**src/hw/sssp_pkg.sv**
```systemverilog
// constants shared by the serial status and pin mode block
// assumes a 32-bit AXI4-Lite host; registers sit at word index times four
package sssp_pkg;
    // register word indices, byte address is index * 4
    localparam logic [9:0] IDX_CTRL     = 10'h0e7;
    localparam logic [9:0] IDX_STATUS   = 10'h0ea;
    localparam logic [9:0] IDX_PIN_MODE = 10'h0eb;
    localparam logic [9:0] IDX_TX_DATA  = 10'h0ec;
    localparam logic [9:0] IDX_RX_DATA  = 10'h0ed;
    // status flag positions
    localparam int ST_ARB    = 2;
    localparam int ST_NO_ACK = 4;
    localparam int ST_RX     = 5;
    localparam int ST_TX_END_FLAG   = 6;
    localparam int ST_TEMPTY = 7;
    localparam logic [7:0] ST_MASK = 8'hf4;
    // pin mode fields
    localparam int PM_MS     = 0;
    localparam int PM_CS_OD  = 1;
    localparam int PM_DAT_OD = 2;
    localparam int PM_CLK_OD = 3;
    localparam int PM_CSS_LO = 4;
    localparam int PM_CSS_HI = 5;
    localparam int PM_CLKSEL = 6;
    localparam int PM_BIDIR  = 7;
    localparam logic [7:0] PIN_MODE_RESET = 8'h00;
    // control fields
    localparam int CT_TWO_WIRE = 0;
    localparam int CT_TX_DIR   = 1;
    localparam int CT_ACK_CHK  = 2;
    localparam int CT_MASTER   = 3;
    localparam int CT_START    = 4;
    localparam int CT_ACK_BIT  = 5;
    localparam logic [7:0] CTRL_RESET = 8'h00;
    // frame shape: last bit counter value
    localparam logic [3:0] SYNC_LAST = 4'h7;
    localparam logic [3:0] TWI_LAST  = 4'h8;
    // synchroniser lanes
    localparam int SY_SCK = 0;
    localparam int SY_SDI = 1;
    localparam int SY_SDO = 2;
    localparam int SY_CS  = 3;
    localparam logic [1:0] RESP_OKAY   = 2'h0;
    localparam logic [1:0] RESP_SLVERR = 2'h2;
    typedef enum logic {SSSP_IDLE, SSSP_SHIFT} sssp_state_t;
endpackage

```
**src/hw/sssp_top.sv**
```systemverilog
// serial status flags, pin mode register and a byte shift engine
// assumes AXI4-Lite master on aclk; serial pins are asynchronous to aclk
module sssp_top
    import sssp_pkg::*;
(
    // clock, reset, enable
    input  wire logic        aclk,
    input  wire logic        aresetn,
    input  wire logic        ce,
    // axi4-lite write
    input  wire logic [11:0] awaddr,
    input  wire logic        awvalid,
    output logic             awready,
    input  wire logic [31:0] wdata,
    input  wire logic [3:0]  wstrb,
    input  wire logic        wvalid,
    output logic             wready,
    output logic [1:0]       bresp,
    output logic             bvalid,
    input  wire logic        bready,
    // axi4-lite read
    input  wire logic [11:0] araddr,
    input  wire logic        arvalid,
    output logic             arready,
    output logic [31:0]      rdata,
    output logic [1:0]       rresp,
    output logic             rvalid,
    input  wire logic        rready,
    // serial pins
    input  wire logic        sck_in,
    input  wire logic        sdi_in,
    input  wire logic        sdo_in,
    output logic             sdo_out,
    output logic             sdo_oe_n,
    input  wire logic        cs_n_in,
    output logic             cs_n_out,
    output logic             cs_oe_n,
    // pad configuration
    output logic             cs_port_mode,
    output logic             cs_input_mode,
    output logic             clk_port_mode,
    output logic             clk_open_drain
);
    sssp_state_t state;
    logic [7:0]  pin_mode;
    logic [7:0]  ctrl;
    logic [7:0]  shift_reg;
    logic [7:0]  tx_data_reg;
    logic [7:0]  rx_data_reg;
    logic [3:0]  bit_cnt;
    logic        tx_buf_full;
    logic        ack_bit;
    logic        cs_started;
    logic        no_ack_flag;
    logic        rx_full_flag;
    logic        tx_end_flag;
    logic        tx_empty_flag;
    logic        arb_lost_overrun_flag;
    logic [7:0]  armed;
    logic [3:0]  sy1;
    logic [3:0]  sy2;
    logic        sck_prev;
    // held write channels
    logic [9:0]  aw_idx;
    logic        aw_held;
    logic [7:0]  w_byte;
    logic        w_en;
    logic        w_held;

    function automatic logic idx_mapped(input logic [9:0] idx);
        return idx == IDX_CTRL || idx == IDX_STATUS || idx == IDX_PIN_MODE
            || idx == IDX_TX_DATA || idx == IDX_RX_DATA;
    endfunction

    logic       wr_go;
    logic       rd_go;
    logic [9:0] rd_idx;
    logic       wr_ctrl;
    logic       wr_status;
    logic       wr_tx;
    logic       rd_rx;
    logic       rd_status;
    logic [7:0] st_now;
    logic [7:0] st_clr;
    logic       two_wire;
    logic       tx_dir;
    logic       bidir_eff;
    logic       din;
    logic       rise;
    logic       bit_step;
    logic       at_last;
    logic       load;
    logic       reload;
    logic       set_arb;
    logic       set_nack;
    logic       set_rx;
    logic       set_ovr;
    logic       set_tx_end_flag;
    logic       set_tempty;
    logic [7:0] rx_byte;
    logic [3:0] frame_last;

    always_comb begin
        wr_go     = aw_held && w_held && !bvalid;
        rd_go     = arvalid && arready;
        rd_idx    = araddr[11:2];
        wr_ctrl   = wr_go && w_en && aw_idx == IDX_CTRL;
        wr_status = wr_go && w_en && aw_idx == IDX_STATUS;
        wr_tx     = wr_go && w_en && aw_idx == IDX_TX_DATA;
        rd_rx     = rd_go && rd_idx == IDX_RX_DATA;
        rd_status = rd_go && rd_idx == IDX_STATUS;
        st_now    = {tx_empty_flag, tx_end_flag, rx_full_flag, no_ack_flag,
                     1'b0, arb_lost_overrun_flag, 2'h0};
        st_clr    = wr_status ? (armed & ~w_byte & ST_MASK) : 8'h00;
        two_wire  = ctrl[CT_TWO_WIRE];
        tx_dir    = ctrl[CT_TX_DIR];
        bidir_eff = pin_mode[PM_MS] && pin_mode[PM_BIDIR];
        din       = (two_wire || bidir_eff) ? sy2[SY_SDO] : sy2[SY_SDI];
        rise      = sy2[SY_SCK] && !sck_prev && pin_mode[PM_CLKSEL];
        frame_last = two_wire ? TWI_LAST : SYNC_LAST;
        bit_step  = rise && (state == SSSP_SHIFT || !tx_dir);
        at_last   = bit_step && bit_cnt == frame_last;
        rx_byte   = two_wire ? shift_reg : {shift_reg[6:0], din};
        set_arb   = bit_step && state == SSSP_SHIFT && two_wire
                    && ctrl[CT_MASTER] && tx_dir && bit_cnt < TWI_LAST
                    && shift_reg[7] && !din;
        set_nack  = at_last && two_wire && tx_dir
                    && ctrl[CT_ACK_CHK] && din;
        set_rx    = at_last && !tx_dir && !rx_full_flag;
        set_ovr   = at_last && !tx_dir && rx_full_flag;
        set_tx_end_flag  = at_last && tx_dir && tx_empty_flag;
        load      = state == SSSP_IDLE && tx_dir && tx_buf_full
                    && pin_mode[PM_CLKSEL];
        reload    = at_last && tx_dir && tx_buf_full && !set_nack;
        set_tempty = load || reload
                    || (wr_ctrl && w_byte[CT_TX_DIR] && !tx_dir)
                    || (wr_ctrl && w_byte[CT_START]);
    end

    // synchroniser: first stage feeds only the second
    always_ff @(posedge aclk) begin
        if (!aresetn) begin
            sy1      <= 4'h0;
            sy2      <= 4'h0;
            sck_prev <= 1'b0;
        end else if (ce) begin
            sy1      <= {cs_n_in, sdo_in, sdi_in, sck_in};
            sy2      <= sy1;
            sck_prev <= sy2[SY_SCK];
        end
    end

    // axi write side: address and data taken in either order
    always_ff @(posedge aclk) begin
        if (!aresetn) begin
            awready <= 1'b1;
            wready  <= 1'b1;
            aw_held <= 1'b0;
            w_held  <= 1'b0;
            aw_idx  <= 10'h000;
            w_byte  <= 8'h00;
            w_en    <= 1'b0;
            bvalid  <= 1'b0;
            bresp   <= RESP_OKAY;
        end else if (ce) begin
            if (awvalid && awready) begin
                aw_idx  <= awaddr[11:2];
                aw_held <= 1'b1;
                awready <= 1'b0;
            end
            if (wvalid && wready) begin
                w_byte <= wdata[7:0];
                w_en   <= wstrb[0];
                w_held <= 1'b1;
                wready <= 1'b0;
            end
            if (wr_go) begin
                bvalid  <= 1'b1;
                bresp   <= idx_mapped(aw_idx) ? RESP_OKAY : RESP_SLVERR;
                aw_held <= 1'b0;
                w_held  <= 1'b0;
            end
            if (bvalid && bready) begin
                bvalid  <= 1'b0;
                awready <= 1'b1;
                wready  <= 1'b1;
            end
        end
    end

    // axi read side
    always_ff @(posedge aclk) begin
        if (!aresetn) begin
            arready <= 1'b1;
            rvalid  <= 1'b0;
            rdata   <= 32'h0000_0000;
            rresp   <= RESP_OKAY;
        end else if (ce) begin
            if (rd_go) begin
                arready <= 1'b0;
                rvalid  <= 1'b1;
                rresp   <= idx_mapped(rd_idx) ? RESP_OKAY : RESP_SLVERR;
                unique case (rd_idx)
                    IDX_CTRL:     rdata <= {24'h0, 2'h0, ack_bit, 1'b0,
                                            ctrl[3:0]};
                    IDX_STATUS:   rdata <= {24'h0, st_now};
                    IDX_PIN_MODE: rdata <= {24'h0, pin_mode};
                    IDX_TX_DATA:  rdata <= {24'h0, tx_data_reg};
                    IDX_RX_DATA:  rdata <= {24'h0, rx_data_reg};
                    default:      rdata <= 32'h0000_0000;
                endcase
            end else if (rvalid && rready) begin
                rvalid  <= 1'b0;
                arready <= 1'b1;
            end
        end
    end

    // configuration registers
    always_ff @(posedge aclk) begin
        if (!aresetn) begin
            pin_mode <= PIN_MODE_RESET;
            ctrl     <= CTRL_RESET;
        end else if (ce) begin
            if (wr_go && w_en && aw_idx == IDX_PIN_MODE)
                pin_mode <= w_byte;
            if (wr_ctrl)
                ctrl <= {4'h0, w_byte[3:0]};
        end
    end

    // status flags: hardware set wins over any clear
    always_ff @(posedge aclk) begin
        if (!aresetn) begin
            no_ack_flag           <= 1'b0;
            rx_full_flag          <= 1'b0;
            tx_end_flag           <= 1'b0;
            tx_empty_flag         <= 1'b0;
            arb_lost_overrun_flag <= 1'b0;
            armed                 <= 8'h00;
        end else if (ce) begin
            no_ack_flag <= set_nack || (no_ack_flag && !st_clr[ST_NO_ACK]);
            rx_full_flag <= set_rx
                || (rx_full_flag && !st_clr[ST_RX] && !rd_rx);
            tx_end_flag <= set_tx_end_flag
                || (tx_end_flag && !st_clr[ST_TX_END_FLAG] && !wr_tx);
            tx_empty_flag <= set_tempty
                || (tx_empty_flag && !st_clr[ST_TEMPTY] && !wr_tx);
            arb_lost_overrun_flag <= set_arb || set_ovr
                || (arb_lost_overrun_flag && !st_clr[ST_ARB]);
            // a read of 1 arms the clear; a status write disarms unless a status read lands in the same cycle
            if (rd_status)
                armed <= armed | (st_now & ST_MASK);
            else if (wr_status)
                armed <= 8'h00;
        end
    end

    // transmit buffer
    always_ff @(posedge aclk) begin
        if (!aresetn) begin
            tx_data_reg <= 8'h00;
            tx_buf_full <= 1'b0;
        end else if (ce) begin
            if (wr_tx) begin
                tx_data_reg <= w_byte;
                tx_buf_full <= 1'b1;
            end else if (load || reload) begin
                tx_buf_full <= 1'b0;
            end
        end
    end

    // shift engine, stepped by rising serial clock edges
    always_ff @(posedge aclk) begin
        if (!aresetn) begin
            state       <= SSSP_IDLE;
            shift_reg   <= 8'h00;
            bit_cnt     <= 4'h0;
            rx_data_reg <= 8'h00;
            ack_bit     <= 1'b0;
        end else if (ce) begin
            if (set_rx)
                rx_data_reg <= rx_byte;
            unique case (state)
                SSSP_IDLE: begin
                    if (load) begin
                        shift_reg <= tx_data_reg;
                        bit_cnt   <= 4'h0;
                        state     <= SSSP_SHIFT;
                    end else if (bit_step) begin
                        shift_reg <= {shift_reg[6:0], din};
                        bit_cnt   <= 4'h1;
                        state     <= SSSP_SHIFT;
                    end
                end
                SSSP_SHIFT: begin
                    if (set_arb) begin
                        state   <= SSSP_IDLE;
                        bit_cnt <= 4'h0;
                    end else if (at_last) begin
                        if (two_wire)
                            ack_bit <= din;
                        bit_cnt <= 4'h0;
                        if (reload)
                            shift_reg <= tx_data_reg;
                        else
                            state <= SSSP_IDLE;
                    end else if (bit_step) begin
                        shift_reg <= {shift_reg[6:0], din};
                        bit_cnt   <= bit_cnt + 4'h1;
                    end
                end
            endcase
        end
    end

    // data pin: open-drain in two-wire mode or when selected
    logic drv_on;
    logic drv_bit;
    always_comb begin
        drv_on  = state == SSSP_SHIFT
                  && ((tx_dir && bit_cnt < TWI_LAST)
                      || (!tx_dir && two_wire && bit_cnt == TWI_LAST));
        drv_bit = tx_dir ? shift_reg[7] : 1'b0;
    end

    always_ff @(posedge aclk) begin
        if (!aresetn) begin
            sdo_out  <= 1'b1;
            sdo_oe_n <= 1'b1;
        end else if (ce) begin
            if (!drv_on) begin
                sdo_out  <= 1'b1;
                sdo_oe_n <= 1'b1;
            end else if (two_wire || pin_mode[PM_DAT_OD]) begin
                sdo_out  <= 1'b0;
                sdo_oe_n <= drv_bit;
            end else begin
                sdo_out  <= drv_bit;
                sdo_oe_n <= 1'b0;
            end
        end
    end

    // chip select: output function only after a transfer has begun
    logic cs_out_fn;
    always_comb begin
        cs_out_fn = pin_mode[PM_MS] && pin_mode[PM_CSS_HI];
    end

    always_ff @(posedge aclk) begin
        if (!aresetn) begin
            cs_started <= 1'b0;
            cs_n_out   <= 1'b1;
            cs_oe_n    <= 1'b1;
        end else if (ce) begin
            if (!cs_out_fn)
                cs_started <= 1'b0;
            else if (state == SSSP_SHIFT)
                cs_started <= 1'b1;
            if (cs_out_fn && state == SSSP_SHIFT) begin
                cs_n_out <= 1'b0;
                cs_oe_n  <= 1'b0;
            end else if (cs_out_fn && cs_started
                         && !pin_mode[PM_CS_OD]) begin
                cs_n_out <= 1'b1;
                cs_oe_n  <= 1'b0;
            end else begin
                cs_n_out <= 1'b1;
                cs_oe_n  <= 1'b1;
            end
        end
    end

    // pad configuration outputs
    always_ff @(posedge aclk) begin
        if (!aresetn) begin
            cs_port_mode   <= 1'b1;
            cs_input_mode  <= 1'b0;
            clk_port_mode  <= 1'b1;
            clk_open_drain <= 1'b0;
        end else if (ce) begin
            cs_port_mode   <= !pin_mode[PM_MS]
                || pin_mode[PM_CSS_HI:PM_CSS_LO] == 2'h0;
            cs_input_mode  <= pin_mode[PM_MS]
                && pin_mode[PM_CSS_HI:PM_CSS_LO] == 2'h1;
            clk_port_mode  <= !pin_mode[PM_CLKSEL];
            clk_open_drain <= pin_mode[PM_CLK_OD];
        end
    end

    // checks
    chk_rx_read_clear: assert property (@(posedge aclk) disable iff (!aresetn)
        ce && rd_rx && !set_rx |=> !rx_full_flag)
        else $error("rx full not cleared by data read");
    chk_tx_write_clear: assert property (@(posedge aclk) disable iff (!aresetn)
        ce && wr_tx && !set_tempty && !set_tx_end_flag
        |=> !tx_empty_flag && !tx_end_flag)
        else $error("tx flags not cleared by data write");
    chk_rx_set: assert property (@(posedge aclk) disable iff (!aresetn)
        ce && set_rx |=> rx_full_flag && rx_data_reg == $past(rx_byte))
        else $error("received byte not captured");
    chk_flag_fall: assert property (@(posedge aclk) disable iff (!aresetn)
        $fell(no_ack_flag) |-> $past(wr_status) && $past(armed[ST_NO_ACK])
        && !$past(w_byte[ST_NO_ACK]))
        else $error("no-ack cleared without read and zero write");
    chk_nack_halt: assert property (@(posedge aclk) disable iff (!aresetn)
        ce && set_nack |=> no_ack_flag && state == SSSP_IDLE)
        else $error("nack did not flag and halt");
    chk_arb_stop: assert property (@(posedge aclk) disable iff (!aresetn)
        ce && set_arb |=> arb_lost_overrun_flag && state == SSSP_IDLE)
        else $error("arbitration loss not flagged");
    chk_tx_end_flag_twi: assert property (@(posedge aclk) disable iff (!aresetn)
        ce && at_last && two_wire && tx_dir && tx_empty_flag
        |=> tx_end_flag)
        else $error("tx end missing at ninth clock");
    chk_tempty_load: assert property (@(posedge aclk) disable iff (!aresetn)
        ce && (load || reload) |=> tx_empty_flag && !tx_buf_full
        || $past(wr_tx))
        else $error("tx empty not set on buffer move");
    chk_cs_port: assert property (@(posedge aclk) disable iff (!aresetn)
        ce && !pin_mode[PM_MS] |=> cs_port_mode && cs_oe_n)
        else $error("chip select not a port in sync mode");
    chk_cs_input: assert property (@(posedge aclk) disable iff (!aresetn)
        ce && cs_out_fn && !cs_started && state == SSSP_IDLE
        |=> cs_oe_n)
        else $error("chip select driven before transfer");
    chk_bidir_off: assert property (@(posedge aclk) disable iff (!aresetn)
        !pin_mode[PM_MS] && !two_wire |-> din == sy2[SY_SDI])
        else $error("bidir applied in sync mode");
endmodule

```
**config.mk**
```make
export PLATFORM = sky130hd
export DESIGN_NAME = sssp_top
export DESIGN_NICKNAME = d
export VERILOG_FILES = /design/src/hw/sssp_pkg.sv /design/src/hw/sssp_top.sv
export SDC_FILE = /design/constraint.sdc
export NUM_CORES = 1
export LEC_CHECK = 0
export BUFFER_PORTS_ARGS = -buffer_cell sky130_fd_sc_hd__buf_2
export CAP_MARGIN = 20
export CORE_MARGIN = 3
export CORE_UTILIZATION = 55
export CTS_BUF_LIST = sky130_fd_sc_hd__clkbuf_2 sky130_fd_sc_hd__clkbuf_4 sky130_fd_sc_hd__clkbuf_8
export DETAILED_ROUTE_END_ITERATION = 12
export GPL_TIMING_DRIVEN = 0
export PLACE_DENSITY_LB_ADDON = 0.2
export SYNTH_ARGS = -nofsm -noshare
export SYNTH_HDL_FRONTEND = slang
export SYNTH_SLANG_ARGS = --single-unit
```
**constraint.sdc**
```tcl
create_clock -name aclk -period 2.46 [get_ports aclk]
set_input_delay 0.246 -clock aclk [delete_from_list [all_inputs] [get_ports aclk]]
set_output_delay 0.246 -clock aclk [all_outputs]
set_load 0.05 [all_outputs]
```
* Word-level counts from Yosys, hierarchy flattened
Cells that the tools add are included.
** Storage, ports and cells
- Word-level logic and storage cells :: 245
- Output and inout bits :: 49
- Input port bits :: 72
- Register bits after elaboration :: 134
** Operators by class
- Reductions and logical operators :: 127
- Bitwise gates (word level) :: 5
- Order comparisons :: 1
- Multiplexer cells :: 53
- Eq/ne operators :: 18
- Add/subtract/negate cells :: 1
** Operators by type and width (number)
- equality test 10 x 8 -> 1 bit (second input constant) :: 10
- two-way mux 8 bit :: 9
- logical AND 1 bit :: 60
- case mux 8 bit (5 select lines) :: 1
- AND reduction 2 bit :: 17
- two-way mux 1 bit :: 32
- two-way mux 4 bit :: 6
- logical OR 1 bit :: 22
- zero test 1 bit :: 16
- case mux 8 bit (2 select lines) :: 1
- nonzero test 2 bit :: 8
- bitwise AND 8 bit :: 1
- NOT 8 bit :: 1
- OR 8 bit :: 1
- case mux 4 bit (2 select lines) :: 1
- AND reduction 3 bit :: 2
- AND reduction 5 bit :: 1
- adder 4 x 1 -> 4 bit (second input constant) :: 1
- equality test 4 bit :: 1
- equality test 4 bit (second input constant) :: 1
- less-than comparator 4 bit (second input constant) :: 1
- two-way mux 2 bit :: 2
- != test 2 bit (second input constant) :: 2
- != test 4 x 1 -> 1 bit (second input constant) :: 1
- 6 further kinds :: 7

* Depth between registers and ports, before layout
Gate-level depths: netlist of the first run.
- Depth in word-level cells :: 15
- Mapped depth :: 9
- Mapped depth without buffers :: 6

* Worst setup path after synthesis of the first run
Ideal clock, no wire load.
- Path type :: register to register
- From :: register bvalid
- To :: register tx_buf_full
- Data arrival time :: 1928 ps
- Required time :: 2326 ps
- Stages on the path, launching flop included :: 8
- Buffers on the path :: 1
- Library setup time :: 134 ps
- Slack :: 398 ps
- Period minus slack after synthesis :: 2062 ps
- Cell sequence :: dfxtp_1 > and4b_1 > nand4_1 > nand3b_1 > clkbuf_1 > inv_1 > o21ai_0 > a31oi_1
** On the way
- Longest elaborated chain between the ends :: 6
- Elaborated cells between the ends (all ways) :: 7
- Classes of those cells :: 1 x mux; 6 x reduce/logical
** Ends and longest elaborated chain
- from (decl) :: line sssp_top.sv:19 : output logic bvalid,
- from (signal assigned) :: line sssp_top.sv:163 : bvalid <= 1'b0;
- from (signal assigned) :: line sssp_top.sv:178 : bvalid <= 1'b1;
- from (signal assigned) :: line sssp_top.sv:184 : bvalid <= 1'b0;
- zero test 1 bit * :: line sssp_top.sv:104 : wr_go = aw_held && w_held && !bvalid;
- logical AND 1 bit * :: line sssp_top.sv:104
- logical AND 1 bit * (2 in a row) :: line sssp_top.sv:109 : wr_tx = wr_go && w_en && aw_idx == IDX_TX_DATA;
- nonzero test 2 bit (no source line)
- AND reduction 2 bit (no source line)
- to (signal assigned) :: line sssp_top.sv:263 : tx_buf_full <= 1'b0;
- to (signal assigned) :: line sssp_top.sv:267 : tx_buf_full <= 1'b1;
- to (signal assigned) :: line sssp_top.sv:269 : tx_buf_full <= 1'b0;
- to (decl) :: line sssp_top.sv:51 : logic tx_buf_full;
Mark *: on every way between the ends. The rest lies on a longest branch, timed or not.
A chain may end at the register's enable or synchronous reset.

* Worst setup path after layout of the first run
- From :: register pin_mode[6]
- To :: register shift_reg[2]
** On the way
- Longest elaborated chain between the ends :: 11
- Elaborated cells between the ends (all ways) :: 27
- Classes of those cells :: 2 x eq/ne; 5 x mux; 20 x reduce/logical
** Ends and longest elaborated chain
- from (decl) :: line sssp_top.sv:45 : logic [7:0] pin_mode;
- from (signal assigned) :: line sssp_top.sv:226 : pin_mode <= w_byte;
- logical AND 1 bit :: line sssp_top.sv:119 : rise = sy2[SY_SCK] && !sck_prev && pin_mode[PM_CLKSEL];
- logical AND 1 bit :: line sssp_top.sv:121 : bit_step = rise && (state == SSSP_SHIFT || !tx_dir);
- logical AND 1 bit, on equally long branches :: line sssp_top.sv:122, sssp_top.sv:124
- logical AND 1 bit, on equally long branches :: line sssp_top.sv:127, sssp_top.sv:124
- logical AND 1 bit, on equally long branches :: line sssp_top.sv:127, sssp_top.sv:125
- logical AND 1 bit, on equally long branches (2 in a row) :: line sssp_top.sv:128, sssp_top.sv:125
- zero test 1 bit or logical AND 1 bit (tied branches) :: line sssp_top.sv:134, sssp_top.sv:126
- logical AND 1 bit, on equally long branches :: line sssp_top.sv:134, sssp_top.sv:126
- != test 3 x 2 -> 1 bit (no source line) or != test 2 bit (tied branches)
- AND reduction 3 bit (no source line)
- to (signal assigned) :: line sssp_top.sv:288 : shift_reg <= tx_data_reg;
- to (signal assigned) :: line sssp_top.sv:292 : shift_reg <= {shift_reg[6:0], din};
- to (signal assigned) :: line sssp_top.sv:306 : shift_reg <= tx_data_reg;
- to (decl) :: line sssp_top.sv:47 : logic [7:0] shift_reg;
Parallel ways exist; a longest one is shown, timed or not. The select of a mux whose other input is x is not followed.

==> results of run 1 <==
==> stage by stage <==
| stage | setup slack [ps] | instance area [um2] | instances | power [mW] | hold WS, ps |
|---|---|---|---|---|---|
| after floorplan | 398 | 5230 | 592 | 2.06 | 391 |
| after global placement | 113 | 5670 | 761 | 2.15 | 447 |
| after detailed placement | 74.8 | 5670 | 761 | 2.16 | 457 |
| after CTS | 45.5 | 5870 | 777 | 3.24 | 96.2 |
| after global routing | 23.9 | 5880 | 779 | 3.35 | 104 |
| final | 119 | 5880 | 779 | 3.23 | 109 |
==> cell type report <==
cell class | instances | area, um2
sequential | 105 | 2100
fill | 786 | 3010
inverter | 9 | 33.8
timing repair buffer | 63 | 320
multi-input combinational | 426 | 2780
tap | 108 | 135
clock buffer | 9 | 124
buffer | 52 | 318
clock inverter | 7 | 76.3
==> power by group through the flow <==
stage | clock network (mW) | logic, mW | registers [mW]
2_1_floorplan | 0 | 0.238 | 1.82
5_1_grt | 1.20 | 0.391 | 1.77
3_5_place_dp | 0 | 0.360 | 1.80
4_1_cts | 1.12 | 0.361 | 1.76
3_3_place_gp | 0 | 0.354 | 1.80
6_report | 1.11 | 0.363 | 1.76
==> worst max-delay path by stage <==
stage | cells after the start | slack [ps] | endpoint
after floorplan | 7 | 400 | tx_buf_full
after global placement | 8 | 110 | rx_data_reg[6]
after detailed placement | 8 | 70 | rx_data_reg[6]
after CTS | 8 | 50 | rx_data_reg[6]
after global routing | 7 | 20 | shift_reg[2]
final | 7 | 120 | shift_reg[2]
==> routing by layer <==
metal / GRT usage, % / share of wire, %
met5: 0 / 0
met2: 41.0 / 46
met4: 10.3 / 1.7
met1: 35.6 / 45
met3: 3.72 / 6.7
==> what timing repair did <==
item | 4_1_cts | 5_1_grt
gates resized for setup | 0 | 0
buffers inserted | 0 | 2
setup endpoints to repair | 0 | 2
hold buffers | 0 | 0
==> worst max-delay path: stages (launching register included) <==
cell and delay, ps:
dfxtp_1 540, nand3b_1 240, a21oi_2 260, buf_2 320
mux2_2 380, mux2_2 270, mux2i_1 160, nor2b_1 60
==> placed cells by master, fill, tap and decap left out, types with 19 or more instances in the layout <==
cell      synthesis  final
a21boi_0         34     34
buf_2             5     66
buf_4            27     29
conb_1            1     26
dfxtp_1         105    105
mux2_2           19     19
mux2i_1          47     47
nand2_1          83     83
nor2_1           29     29
nor2b_1          36     36
o21ai_0          28     28
==> cell families after synthesis <==
family	Yosys count	synth area share (%)
flip-flops	105	40.9
AND/OR/NAND/NOR	208	20.9
buffers and inverters	61	6.85
AO/OA/AOI/OAI	124	17.4
multiplexers	66	13.3
other	1	0.0730
adder cells (fa/ha/maj)	2	0.487
==> reports/qor.csv, run 1 <==
stage,metric,value,unit
detailed_routing,wl_per_cell,17.0,um
clock_tree,clkLatencyLatePin,370,ps
floorplanning,io-pin-count,121,
pwr,power_frac_seq,54.5,%
hold_path,whs_endpoint,aw_idx[5],
floorplanning,start_util,57.8,%
pwr,switchingPower,0.904,mW
worst_setup_path,cp-start-kind,register,
cells_and_area,largest_reg_flops,10,
detailed_routing,firstDrtPassIters,5,
floorplanning,die_h,103,um
worst_setup_path,path_class,register to register,
grt,grt_pass1_wl,21000,um
run_status,outcome,"complete, no violations",
cells_and_area,nNetsFinal,740,
yosys,yosys.cell_types.count,60,
detailed_routing,viasPerCell,5.61,
grt,grt_max_degree,19,
pwr,switching_share,28.0,%
clock_tree,htreeDepth,3,
yosys,synth_flop_cell,dfxtp_1,
worst_setup_path,r2r_start,pin_mode[6],
run,maxCapViolations,0,
clock_tree,cts_root_buf,clkbuf_8,
detailed_routing,drtIter0Drc,351,
yosys,yosys_register_bits,105,
yosys,yosysMostFrequentCell,dfxtp_1,
hold_path,worstHoldStart,awaddr[7],
worst_setup_path,critPathMaxFanout,10,
floorplanning,core_area,8890,um2
clock_tree,cts_sinks,105,
worst_setup_path,r2r_slack,120,ps
sta,grt_setup_unrepaired,no,
cells_and_area,finish.utilization,66.2,%
placement,gp_congestion,0.936,
pwr,clockPowerShare,34.3,%
sta,worst_slew_pin_slew,782,ps
hold_path,min_path_cells,3,
worst_setup_path,crit_arrival,2620,ps
sta,relSlewSlack,47.2,%
worst_setup_path,r2r_end,shift_reg[2],
floorplanning,die_area,10500,um2
clock_tree,clockBufferDepth,2,
grt,grt_usage,25.9,%
sta,tns,0,ps
sta,fin_crit_sh,95.2,%
cells_and_area,area.growth.synth_to_final,14.6,%
pwr,p_comb_share,11.2,%
yosys,synth_top_area_share,40.9,%
worst_setup_path,r2r.worst_path.cells,7,
pwr,cellLeakagePower,2.39,nW
placement,portBuffers,61,
pwr,p_int,2.33,mW
floorplanning,row_count,34,
hold_path,hp-class,input pin to register,
yosys,synthCells,567,
grt,grt_pass1_vias,4060,
sta,setup_violations,0,
yosys,synth_area_leaders,"dfxtp_1 (41%), mux2i_1 (9.2%), nand2_1 (6.1%)",
grt,grt_overflow,0,
sta,period_needed,2340,ps
worst_setup_path,required,2740,ps
clock_tree,clk_pin_slew,100,ps
yosys,yosysWarnings,0,
yosys,synth_common_cells,"dfxtp_1 (105), nand2_1 (83), mux2i_1 (47)",
sta,hold_viol_final,0,
detailed_routing,drc,0,
yosys,async_flop_share,0,%
detailed_routing,antenna_left,0,
cells_and_area,regMostFlops,aw_idx,
placement,hpwl,9940,um
sta,slew_viol_final,0,
worst_setup_path,cp-startpoint,pin_mode[6],
clock_tree,numCtsBuffers,9,
pwr,powerDensity,549,nW/um2
yosys,ys_seq_area_share,40.9,%
sta,clock_skew,10.2,ps
yosys,syn-cell-area,5130,um2
yosys,yosys.area.top_type,dfxtp_1,
detailed_routing,routed_wl,13200,um
worst_setup_path,end_kind,register,
grt,antenna_found_initial,0,
cells_and_area,drive_gt1_share,21.6,%
floorplanning,die_w,103,um
clock_tree,cts_tree,built,
detailed_routing,vias,4372,
pwr,vdd_drop_max,0.000291,V
yosys,synth-edff-count,0,
yosys,synth.avg_cell_area,9.06,um2
sta,fmax,0.427,GHz
cells_and_area,diodes,0,
(Power assumes the default switching activity.)
==> inputs of run 2 (changes only) <==
--- a/config.mk
+++ b/config.mk
@@ -8,11 +8,11 @@
 export BUFFER_PORTS_ARGS = -buffer_cell sky130_fd_sc_hd__buf_2
 export CAP_MARGIN = 20
 export CORE_MARGIN = 3
-export CORE_UTILIZATION = 55
-export CTS_BUF_LIST = sky130_fd_sc_hd__clkbuf_2 sky130_fd_sc_hd__clkbuf_4 sky130_fd_sc_hd__clkbuf_8
+export CORE_UTILIZATION = 54
 export DETAILED_ROUTE_END_ITERATION = 12
 export GPL_TIMING_DRIVEN = 0
 export PLACE_DENSITY_LB_ADDON = 0.2
+export SKIP_LAST_GASP = 1
 export SYNTH_ARGS = -nofsm -noshare
 export SYNTH_HDL_FRONTEND = slang
 export SYNTH_SLANG_ARGS = --single-unit
==> run 2 against run 1 <==
  * Register-to-register slack hardly changed
  * Clock skew decreased by 2.3 ps
  * Critical path depth increased by 1
  * Critical endpoint is now rx_data_reg[7]
  * Largest cell class unchanged
  * Highest routed layer unchanged
==> reports/qor.csv, run 2 (synthesis gave the netlist of run 1 again) <==
stage,metric,value,unit
clock_tree,cts_tree,built,
detailed_routing,routed_wl,12900,um
pwr,powerDensity,524,nW/um2
cells_and_area,design_area,5860,um2
sta,clock_skew,7.91,ps
clock_tree,cts_root_buf,clkbuf_8,
detailed_routing,firstDrtPassIters,5,
sta,period_needed,2350,ps
placement,hpwl,9920,um
floorplanning,die_h,104,um
grt,grt_overflow,0,
floorplanning,row_count,34,
cells_and_area,final_cells,795,
clock_tree,post_cts_resized,0,
detailed_routing,drc,0,
run,maxCapViolations,0,
sta,grt_setup_unrepaired,no,
sta,worst_slew_pin_slew,963,ps
worst_setup_path,required,2720,ps
cells_and_area,nFillCells,758,
floorplanning,start_util,57.2,%
clock_tree,numCtsBuffers,9,
cells_and_area,final_cell_mix,"dfxtp_1 (105), nand2_1 (83), buf_2 (66), mux2i_1 (47), nor2b_1 (36)",
pwr,cellLeakagePower,2.36,nW
cells_and_area,seqCellArea,2100,um2
grt,grt_pass1_vias,4186,
sta,slew_viol_final,0,
worst_setup_path,path_class,register to register,
sta,hold_ws,120,ps
clock_tree,clk_pin_slew,100,ps
cells_and_area,diodes,0,
floorplanning,die_area,10700,um2
clock_tree,clkLatencyLatePin,360,ps
worst_setup_path,critPathMaxFanout,10,
cells_and_area,largest_reg_flops,10,
grt,grt_max_degree,18,
worst_setup_path,end_kind,register,
detailed_routing,vias,4385,
detailed_routing,drtIter0Drc,271,
detailed_routing,viasPerCell,5.52,
sta,fin_crit_sh,95.4,%
placement,portBuffers,61,
detailed_routing,antenna_left,0,
placement,dpl-instance-area,5690,um2
sta,tns,0,ps
sta,relSlewSlack,34.9,%
worst_setup_path,crit_arrival,2610,ps
clock_tree,post_cts_buffers,0,
detailed_routing,wl_per_cell,16.2,um
grt,antenna_found_initial,0,
run_status,outcome,"complete, no violations",
cells_and_area,drive_gt1_share,21.2,%
floorplanning,die_w,104,um
clock_tree,clockBufferDepth,2,
clock_tree,hold_buffers,0,
placement,gp_congestion,0.923,
grt,grt_pass1_wl,21100,um
clock_tree,htreeDepth,3,
cells_and_area,area.growth.synth_to_final,14.2,%
floorplanning,io-pin-count,121,
placement,dp_cells,779,
sta,setup_violations,0,
cells_and_area,nNetsFinal,738,
cells_and_area,final_common_cell,dfxtp_1,
grt,grt_usage,23.9,%
cells_and_area,regMostFlops,aw_idx,
cells_and_area,multi_input_area,2780,um2
sta,fmax,0.426,GHz
sta,hold_viol_final,0,
worst_setup_path,cp-start-kind,register,
floorplanning,core_area,8980,um2
pwr,vdd_drop_max,0.000334,V
hold_path,hp-class,input pin to register,
pwr,p_total,3.07,mW
clock_tree,cts_sinks,105,
==> run 2: metal layers <==
metal	global-route usage (%)	vias to the layer above	wire length [um]
li1	-	2138	-
met1	31.1	2076	5550
met2	41.1	153	6330
met3	4.60	18	810
met4	6.08	0	166
met5	0	-	0
==> run 2: worst paths after layout <==
kind / slack (ps) / start / to / cells past startpoint
max: 110 / pin_mode[6] / rx_data_reg[7] / 8
min reg2reg: 480 / aw_idx[6] / aw_idx[6] / 2
max reg2reg: 110 / pin_mode[6] / rx_data_reg[7] / 8
min: 120 / wdata[4] / w_byte[4] / 3
==> run 2: where the power goes <==
group	switching (mW)	internal (mW)	total, mW	leakage, nW
Clock	0.583	0.370	0.953	0.0785
Combinational	0.245	0.117	0.362	1.43
Sequential	0.0276	1.73	1.76	0.851
==> run 2: metrics by stage <==
stage | util, % | setup slack, ps
finish | 65.3 | 112
global route | 65.3 | 56.9
CTS | 65.3 | 160
detailed placement | 63.4 | 188
floorplan | - | 398
global placement | 63.4 | 226
==> run 2: cell type report <==
type,count,area share [%]
clock buffer,10,2.18
sequential,105,35.8
clock inverter,6,0.768
buffer,52,5.42
tap,126,2.69
multi-input combinational,426,47.3
timing repair buffer,61,5.21
inverter,9,0.576
==> run 2: critical path, cell delays in order (launching register included) <==
cell	delay [ps]
dfxtp_1	500
nand3b_1	250
a21oi_2	240
nor2b_4	180
buf_6	140
nor4b_4	530
buf_6	230
nand2_1	60
o211a_1	120
